**src/logic/warn_mask_consts.vh**
```
// Register offsets, field positions and reset values of the warning and mask register bank.
`ifndef WARN_MASK_CONSTS_VH
`define WARN_MASK_CONSTS_VH
`define ADDR_WARNING_FLAGS 8'h13
`define ADDR_PIN_REPORT_ENABLES 8'h14
`define ADDR_AC_DIAG_CONTROL_ONE 8'h15
`define ADDR_AC_DIAG_CONTROL_TWO 8'h16
`define RST_PIN_REPORT_ENABLES 8'hff
`define RST_AC_DIAG_CONTROL_ONE 8'h00
`define RST_AC_DIAG_CONTROL_TWO 8'h00
`define BIT_SUPPLY_POR 5
`define BIT_GLOBAL_WARN 4
`define BIT_CH1_WARN 3
`define BIT_CH2_WARN 2
`define BIT_CH3_WARN 1
`define BIT_CH4_WARN 0
`define BIT_REP_OC 7
`define BIT_REP_SHUTDOWN 6
`define BIT_REP_HIGH 5
`define BIT_REP_LOW 4
`define BIT_REP_DC 3
`define BIT_REP_ILIM 2
`define BIT_REP_CLIP 1
`define BIT_REP_THERM 0
`define BIT_GAIN_A 7
`define BIT_GAIN_B 5
`define BIT_LOOP 7
`define BIT_MEAS_LEN 4
`define CUR_HI 3
`define CUR_LO 2
`define MASK_CTRL_ONE 8'haf
`define MASK_CTRL_TWO 8'h9c
`define CUR_10MA 2'h0
`define CUR_19MA 2'h1
`endif

```
**src/logic/warning_mask_acdiag_regs.v**
```verilog
// Warning flags, pin report enables and AC diagnostic control registers.
// Notes on behaviour
// Warning bit 5 shows whether a core supply power-on reset has occurred.
// Warning bit 4 follows the global overtemperature warning.
// Warning bits 3 to 0 show per-channel overtemperature warnings.
// Pin control bit 7 lets overcurrent faults reach the fault pin.
// Pin control bit 6 lets thermal shutdown faults reach the fault pin.
// Pin control bit 5 lets supply overvoltage faults reach the fault pin.
// Pin control bit 4 lets supply undervoltage faults reach the fault pin.
// Pin control bit 3 lets DC offset faults reach the fault pin.
// Pin control bit 2 lets current limit events reach the fault pin.
// Pin control bit 1 lets clipping reach the warning pin.
// Pin control bit 0 lets overtemperature warnings reach the warning pin.
// Control one bit 7 selects gain 1 or 4 for channel pair one-two.
// Control one bit 5 selects gain for pair three-four; bits 6, 4 read zero.
// Control one bits 3 to 0 enable AC diagnostic on channels 1 to 4.
// Control two bit 7 enables the diagnostic loopback path.
// Control two bit 4 picks 32 or 64 cycles; bits 3:2 pick test current.
// Warning flags ignore writes; enabled classes drive the fault and warning pins.
`timescale 1ns/10ps
`include "warn_mask_consts.vh"
module warning_mask_acdiag_regs
(
   // Clock and reset
   input wire clk,
   input wire rstn,
   // Register access port
   input wire regWrite,
   input wire regRead,
   input wire [7:0] regAddr,
   input wire [7:0] regWdata,
   output reg [7:0] regRdata,
   output reg regRvalid,
   // Condition inputs from the protection circuits, active high
   input wire supplyPorSeen,
   input wire global_thermal_warning,
   input wire [3:0] chThermalWarning,
   input wire overcurrentFault,
   input wire thermalShutdownFault,
   input wire supplyHighFault,
   input wire supplyLowFault,
   input wire offsetFault,
   input wire currentLimitEvent,
   input wire clipEvent,
   // Report pins, active low as open-drain style flags
   output reg faultPinN,
   output reg warnPinN,
   // Diagnostic settings
   output reg pair_a_meas_gain,
   output reg pair_b_meas_gain,
   output reg [3:0] chAcdiagEn,
   output reg acdiag_loop_en,
   output reg acdiag_meas_length,
   output reg [1:0] acdiag_test_current
);

   // Synchroniser chains: bit 0 takes the pin, bits 1 and 2 are the second and third stages.
   reg [2:0] porSync;
   reg [2:0] globalSync;
   reg [2:0] ch1Sync;
   reg [2:0] ch2Sync;
   reg [2:0] ch3Sync;
   reg [2:0] ch4Sync;
   reg [2:0] overcurrentSync;
   reg [2:0] shutdownSync;
   reg [2:0] highSync;
   reg [2:0] lowSync;
   reg [2:0] offsetSync;
   reg [2:0] limitSync;
   reg [2:0] clipSync;
   // Condition levels accepted once the chains agree; channel 1 sits in bit 0.
   reg porLevel;
   reg globalLevel;
   reg [3:0] chWarnLevel;
   reg overcurrentLevel;
   reg shutdownLevel;
   reg highLevel;
   reg lowLevel;
   reg offsetLevel;
   reg limitLevel;
   reg clipLevel;
   // Register contents and the values that feed the output flops.
   reg [7:0] pinReportEnables;
   reg [7:0] acDiagControlOne;
   reg [7:0] acDiagControlTwo;
   reg [7:0] warningFlags;
   wire anyThermalWarning;
   reg next_fault;
   reg next_warn;
   reg [7:0] next_rdata;

   // Moves a pin one place into its chain.
   function [2:0] shift_in;
      input [2:0] chain;
      input pin;
   begin
      shift_in = {chain[1:0], pin};
   end
   endfunction

   // A new level counts only when the second and third stages agree, so a pin that
   // changes right at the sampling edge cannot pass a half-settled value.
   function settle;
      input held;
      input [2:0] chain;
   begin
      if (chain[2] == chain[1])
         settle = chain[2];
      else
         settle = held;
   end
   endfunction

   // One fault or warning class reaches its pin only while its enable bit is set.
   function reported;
      input level;
      input enable;
   begin
      reported = level & enable;
   end
   endfunction

   // Pins from outside the clock domain pass three flops before they are used.
   always @(posedge clk)
   begin
      if (!rstn)
      begin
         porSync <= 3'h0;
         globalSync <= 3'h0;
         ch1Sync <= 3'h0;
         ch2Sync <= 3'h0;
         ch3Sync <= 3'h0;
         ch4Sync <= 3'h0;
         overcurrentSync <= 3'h0;
         shutdownSync <= 3'h0;
         highSync <= 3'h0;
         lowSync <= 3'h0;
         offsetSync <= 3'h0;
         limitSync <= 3'h0;
         clipSync <= 3'h0;
      end
      else
      begin
         porSync <= shift_in(porSync, supplyPorSeen);
         globalSync <= shift_in(globalSync, global_thermal_warning);
         ch1Sync <= shift_in(ch1Sync, chThermalWarning[0]);
         ch2Sync <= shift_in(ch2Sync, chThermalWarning[1]);
         ch3Sync <= shift_in(ch3Sync, chThermalWarning[2]);
         ch4Sync <= shift_in(ch4Sync, chThermalWarning[3]);
         overcurrentSync <= shift_in(overcurrentSync, overcurrentFault);
         shutdownSync <= shift_in(shutdownSync, thermalShutdownFault);
         highSync <= shift_in(highSync, supplyHighFault);
         lowSync <= shift_in(lowSync, supplyLowFault);
         offsetSync <= shift_in(offsetSync, offsetFault);
         limitSync <= shift_in(limitSync, currentLimitEvent);
         clipSync <= shift_in(clipSync, clipEvent);
      end
   end

   // Levels are cleared in reset, so neither pin reports before the chains have filled.
   always @(posedge clk)
   begin
      if (!rstn)
      begin
         porLevel <= 1'b0;
         globalLevel <= 1'b0;
         chWarnLevel <= 4'h0;
         overcurrentLevel <= 1'b0;
         shutdownLevel <= 1'b0;
         highLevel <= 1'b0;
         lowLevel <= 1'b0;
         offsetLevel <= 1'b0;
         limitLevel <= 1'b0;
         clipLevel <= 1'b0;
      end
      else
      begin
         porLevel <= settle(porLevel, porSync);
         globalLevel <= settle(globalLevel, globalSync);
         chWarnLevel[0] <= settle(chWarnLevel[0], ch1Sync);
         chWarnLevel[1] <= settle(chWarnLevel[1], ch2Sync);
         chWarnLevel[2] <= settle(chWarnLevel[2], ch3Sync);
         chWarnLevel[3] <= settle(chWarnLevel[3], ch4Sync);
         overcurrentLevel <= settle(overcurrentLevel, overcurrentSync);
         shutdownLevel <= settle(shutdownLevel, shutdownSync);
         highLevel <= settle(highLevel, highSync);
         lowLevel <= settle(lowLevel, lowSync);
         offsetLevel <= settle(offsetLevel, offsetSync);
         limitLevel <= settle(limitLevel, limitSync);
         clipLevel <= settle(clipLevel, clipSync);
      end
   end

   // Reserved bits 7:6 read zero.
   always @*
   begin
      warningFlags = 8'h00;
      warningFlags[`BIT_SUPPLY_POR] = porLevel;
      warningFlags[`BIT_GLOBAL_WARN] = globalLevel;
      warningFlags[`BIT_CH1_WARN] = chWarnLevel[0];
      warningFlags[`BIT_CH2_WARN] = chWarnLevel[1];
      warningFlags[`BIT_CH3_WARN] = chWarnLevel[2];
      warningFlags[`BIT_CH4_WARN] = chWarnLevel[3];
   end

   // The warning pin treats the global warning and every channel warning alike.
   assign anyThermalWarning = globalLevel | (|chWarnLevel);

   always @*
   begin
      next_fault = reported(overcurrentLevel, pinReportEnables[`BIT_REP_OC]) |
                   reported(shutdownLevel, pinReportEnables[`BIT_REP_SHUTDOWN]) |
                   reported(highLevel, pinReportEnables[`BIT_REP_HIGH]) |
                   reported(lowLevel, pinReportEnables[`BIT_REP_LOW]) |
                   reported(offsetLevel, pinReportEnables[`BIT_REP_DC]) |
                   reported(limitLevel, pinReportEnables[`BIT_REP_ILIM]);
      next_warn = reported(clipLevel, pinReportEnables[`BIT_REP_CLIP]) |
                  reported(anyThermalWarning, pinReportEnables[`BIT_REP_THERM]);
   end

   // Read data is chosen from the address alone; unmapped offsets read zero.
   always @*
   begin
      case (regAddr)
         `ADDR_WARNING_FLAGS: next_rdata = warningFlags;
         `ADDR_PIN_REPORT_ENABLES: next_rdata = pinReportEnables;
         `ADDR_AC_DIAG_CONTROL_ONE: next_rdata = acDiagControlOne;
         `ADDR_AC_DIAG_CONTROL_TWO: next_rdata = acDiagControlTwo;
         default: next_rdata = 8'h00;
      endcase
   end

   // Register writes; the warning offset has no write path, so writes there are dropped.
   always @(posedge clk)
   begin
      if (!rstn)
      begin
         pinReportEnables <= `RST_PIN_REPORT_ENABLES;
         acDiagControlOne <= `RST_AC_DIAG_CONTROL_ONE;
         acDiagControlTwo <= `RST_AC_DIAG_CONTROL_TWO;
      end
      else if (regWrite)
      begin
         case (regAddr)
            `ADDR_PIN_REPORT_ENABLES: pinReportEnables <= regWdata;
            `ADDR_AC_DIAG_CONTROL_ONE: acDiagControlOne <= regWdata & `MASK_CTRL_ONE;
            `ADDR_AC_DIAG_CONTROL_TWO: acDiagControlTwo <= regWdata & `MASK_CTRL_TWO;
            default: pinReportEnables <= pinReportEnables;
         endcase
      end
   end

   // Read port: the answer flag stands for one cycle, the data until the next read.
   always @(posedge clk)
   begin
      if (!rstn)
      begin
         regRdata <= 8'h00;
         regRvalid <= 1'b0;
      end
      else
      begin
         regRvalid <= regRead;
         if (regRead)
            regRdata <= next_rdata;
      end
   end

   // Pins are registered so they stay glitch-free while enables change; both are active low.
   always @(posedge clk)
   begin
      if (!rstn)
      begin
         faultPinN <= 1'b1;
         warnPinN <= 1'b1;
      end
      else
      begin
         faultPinN <= ~next_fault;
         warnPinN <= ~next_warn;
      end
   end

   // Diagnostic settings trail their register by one cycle.
   always @(posedge clk)
   begin
      if (!rstn)
      begin
         pair_a_meas_gain <= 1'b0;
         pair_b_meas_gain <= 1'b0;
         chAcdiagEn <= 4'h0;
         acdiag_loop_en <= 1'b0;
         acdiag_meas_length <= 1'b0;
         acdiag_test_current <= `CUR_10MA;
      end
      else
      begin
         pair_a_meas_gain <= acDiagControlOne[`BIT_GAIN_A];
         pair_b_meas_gain <= acDiagControlOne[`BIT_GAIN_B];
         chAcdiagEn <= {acDiagControlOne[0], acDiagControlOne[1],
                        acDiagControlOne[2], acDiagControlOne[3]};
         acdiag_loop_en <= acDiagControlTwo[`BIT_LOOP];
         acdiag_meas_length <= acDiagControlTwo[`BIT_MEAS_LEN];
         // Reserved current codes are passed as written; software must not use them.
         acdiag_test_current <= acDiagControlTwo[`CUR_HI:`CUR_LO];
      end
   end

endmodule // warning_mask_acdiag_regs

```
**config.mk**
```make
export PLATFORM = sky130hd
export DESIGN_NAME = warning_mask_acdiag_regs
export DESIGN_NICKNAME = d
export VERILOG_FILES = /design/src/logic/warning_mask_acdiag_regs.v
export VERILOG_INCLUDE_DIRS = /design/src /design/src/logic
export SDC_FILE = /design/constraint.sdc
export NUM_CORES = 1
export LEC_CHECK = 0
export BUFFER_PORTS_ARGS = -buffer_cell sky130_fd_sc_hd__buf_4
export CORE_MARGIN = 10
export CORE_UTILIZATION = 45
export DETAILED_ROUTE_END_ITERATION = 6
export GPL_TIMING_DRIVEN = 0
export PLACE_DENSITY = 0.74
export SETUP_SLACK_MARGIN = 0.2
export SLEW_MARGIN = 20
export SYNTH_ARGS = -nofsm -noshare
export SYNTH_HDL_FRONTEND = slang
export SYNTH_SLANG_ARGS = --single-unit
```
**constraint.sdc**
```tcl
create_clock -name clk -period 2.4 [get_ports clk]
set_clock_uncertainty 0.05 [all_clocks]
set_input_delay 0.36 -clock clk [delete_from_list [all_inputs] [get_ports clk]]
set_output_delay 0.36 -clock clk [all_outputs]
set_load 0.01 [all_outputs]
```
# Word level (Yosys, flattened, before mapping)
# Index checks and enable logic that the tools add are counted.
# word_totals
regBits	91
wordCells	78
input_bits	33
# op_classes
mux	1
n_eq_ne	17
n_reduce_logical	4
n_bitwise	17
# ops
op	n
$eq 8x5->1 const B	4
$pmux 8 s4	1
$eq 1x1->1	13
$and 1x1->1	8
$or 1x1->1	7
$reduce_and 2->1	3
$reduce_or 4->1	1
$not 1->1	2

# Logic depth before layout (Yosys ltp)
# depth
word_depth	7
mapped_depth	6

# Worst setup path after synthesis
# No wires, ideal clock.
# synth_path
path_kind	in2reg
start	input regAddr[1]
end	register pinReportEnables[2]
t_arrival_ns	1.584
path_buffers	2
cell_stages	6
setup_slack_ns	0.636
setup_time_ns	0.129
cell_sequence	buf_2 -> or3b_4 -> nor4_4 -> buf_4 -> mux2i_1 -> nand2_1
# synth_between
elab_chain_cells	2
# synth_lines
item	line	rtl
from (decl)	warning_mask_acdiag_regs.v:30	input wire [7:0] regAddr,
$eq 8x5->1	warning_mask_acdiag_regs.v:244	case (regAddr)
$reduce_and 2->1 (no source line)	--	
to (signal assigned)	warning_mask_acdiag_regs.v:238	pinReportEnables <= `RST_PIN_REPORT_ENABLES;
to (signal assigned)	warning_mask_acdiag_regs.v:245	`ADDR_PIN_REPORT_ENABLES: pinReportEnables <= regWdata;
to (signal assigned)	warning_mask_acdiag_regs.v:248	default: pinReportEnables <= pinReportEnables;
to (decl)	warning_mask_acdiag_regs.v:83	reg [7:0] pinReportEnables;
# No other way between the ends.
# A chain may end at the register's enable or synchronous reset.

# Worst setup path after layout
# layout_path
start	input regAddr[5]
end	register pinReportEnables[2]
# Same word-level chain as after synthesis.

==> run summary <==
Tcrit/Tclk final: 67.1%
Post-Syn Nets: 345
Mapped Cells: 312
Synth area leader: dfxtp_1
average wire per standard cell: 13.8 um
n_diodes: 0
syn avg cell area: 10.2 um^2
Post-DP Area: 3690 um^2
top-area cell type share of the netlist area: 57.3%
Vias/cell: 4.90
initial DRC count: 87
Startpoint Class: input port
# IOs: 54
power density cells: 705 nW/um^2
Peak VDD IR: 497 uV
DP HPWL: 4.91 mm
Mapped Area: 3180 um^2
transition time of the tightest slew-check pin: 0.562 ns
Yosys warning total: 0
Synth Register Bits: 91
post_cts resized: 0
CTS Buffer Depth: 2
Port Buffers: 52
Syn-to-layout area delta: 22.2%
max-slew violation count: 0
post-synthesis sequential area ratio: 57.3%
hold buffers post-CTS: 0
final hold vios: 0
Core ar.: 6830 um^2
clk_lat worst skew: 0.35 ns
unrepaired setup endpoints after global routing: false
CP Max Fanout: 10
Layout Nets: 408
Root Buffer: clkbuf_8
grt total ovfl: 0
final hold slack: 0.169 ns
Routed WL: 6.55 mm
leading post-synthesis cells by cell area: dfxtp_1, and2_1, nand2_1, mux2i_1, a21boi_0
Slew HR: 62.5%
CP arrival: 1.77 ns
FP Rows: 30
synth unique cells: 35
FMAX: 621 MHz
post-route ant nets: 0
WS Path Type: in -> reg
initial antenna violation count: 0
DIE AREA: 10,800 um^2
Clock transition at path regs: 0.08 ns
CTS Buf Count: 9
WP data required: 2.56 ns
pin count of the biggest net entering global routing: 14
Setup Fix Bufs, Post-CTS: 0
status: finished, final reports clean
final setup fails: 0
design area: 3880 um^2
layout cells sized above 1: 19.8%
Final GP Congestion: 0.865
chip width: 104 um
H-tree depth: 3
first-pass GRT wire length: 10.8 mm
TritonCTS Sinks: 91
CTS tree: done
Starting Density: 46.5%
setup TNS: 0 ns
DRC Markers: 0
Hold Crit Class: in -> reg
drt pass-1 iters: 4
chip height: 104 um
vias in the first global route: 2,312
GRT Util Overall: 12.3%
routed via count: 2,321
Static Leak: 1.65 nW
max-cap viol count: 0
Critical Path End Type: register
min cycle time layout: 1.61 ns
## kinds of logic after synthesis
logic type / count (synthesis) / share of synthesized area [%]
AOI/OAI and AO/OA: 47 / 10.2
muxes: 18 / 5.67
and+or+nand+nor: 125 / 22.8
DFF: 91 / 57.3
buffers and inverters: 31 / 3.94
## report_power, final
part,switching (mW),total (mW),internal [mW],leakage [nW]
combinational,0.0705,0.142,0.0714,0.811
clock,0.474,1.05,0.575,0.0992
sequential,0.00974,1.55,1.54,0.740
total,0.554,2.74,2.18,1.65
## synthesized netlist by cell type (all sizes together)
master / n
a211oi: 1
a21bo: 1
a21boi: 14
a21oi: 1
a222oi: 1
a22o: 1
a22oi: 3
a31o: 1
and2: 40
and3b: 2
and4: 1
buf: 4
clkbuf: 12
dfxtp: 91
inv: 15
mux2i: 18
nand2: 50
nand2b: 2
nand3: 6
nand3b: 6
nand4: 1
nand4b: 6
nor2: 3
nor2b: 3
nor4: 1
nor4b: 1
o211ai: 6
o21ai: 16
o2bb2ai: 2
or3b: 1
or4: 1
or4b: 1
## path summary, 6_finish.rpt
| check | start | endpoint | slack (ns) | cells after the start |
|---|---|---|---|---|
| worst min register to register | ch3Sync[0] | ch3Sync[1] | 0.38 | 1 |
| worst max register to register | acDiagControlTwo[3] | regRdata[3] | 1.08 | 4 |
| worst max-delay path | regAddr[5] | pinReportEnables[2] | 0.79 | 6 |
| worst min-delay path | currentLimitEvent | limitSync[0] | 0.17 | 2 |
## state kept, by name, summed over array words and instances (netlist names), 2 cells and up
register and flops:
offsetSync 3, pinReportEnables 8, porSync 3, limitSync 3, shutdownSync 3, ch3Sync 3
ch1Sync 3, acdiag_test_current 2, clipSync 3, acDiagControlTwo 4, chWarnLevel 4, ch2Sync 3
highSync 3, acDiagControlOne 6, ch4Sync 3, lowSync 3, chAcdiagEn 4, overcurrentSync 3
regRdata 8, globalSync 3
## layout by cell type, fill, tap and decap left out
cell,n
a211oi_2,1
a21bo_2,1
a21boi_0,14
a21oi_1,1
a222oi_1,1
a22o_1,1
a22oi_1,3
a31o_2,1
and2_1,40
and3b_1,2
and4_1,1
buf_1,1
buf_2,1
buf_4,54
bufinv_16,2
clkbuf_1,14
clkbuf_8,9
clkinv_2,1
dfxtp_1,91
inv_1,15
mux2i_1,18
nand2_1,50
nand2b_1,2
nand3_1,6
nand3b_1,6
nand4_1,1
nand4b_1,6
nor2_1,2
nor2_4,1
nor2b_1,3
nor4_4,1
nor4b_4,1
o211ai_1,6
o21ai_0,16
o2bb2ai_1,2
or3b_4,1
or4_1,1
or4b_4,1
## layer usage
| layer | up-vias | global-route usage [%] | routed length (um) |
|---|---|---|---|
| li1 | 1161 | - | - |
| met1 | 1091 | 14.1 | 3070 |
| met2 | 59 | 20.5 | 3090 |
| met3 | 10 | 4.28 | 281 |
| met4 | 0 | 4.57 | 114 |
| met5 | - | 0 | 0 |
## worst max-delay path, cell delays in order
cell and delay, ns:
buf_4 0.11, or4b_4 0.58, nor4_4 0.20, buf_4 0.25
mux2i_1 0.20, nand2_1 0.06
## per-stage QoR
stage | setup slack (ns) | utilization (%) | std cells | total power, mW
floorplan | 0.636 | - | 312 | 1.65
global placement | 0.470 | 54.0 | 460 | 1.72
detailed placement | 0.443 | 54.0 | 460 | 1.73
CTS | 0.805 | 56.9 | 474 | 2.76
global route | 0.751 | 56.9 | 474 | 2.84
finish | 0.790 | 56.9 | 474 | 2.74
## final cells by class
cell class	instances	area (um^2)
fill	618	2950
buffer	16	68.8
clock buffer	11	131
timing repair buffer	52	390
clock inverter	3	65.1
inverter	15	56.3
multi-input combinational	190	1230
tap	96	120
sequential	91	1820
Power figures use the tool's default switching activity.
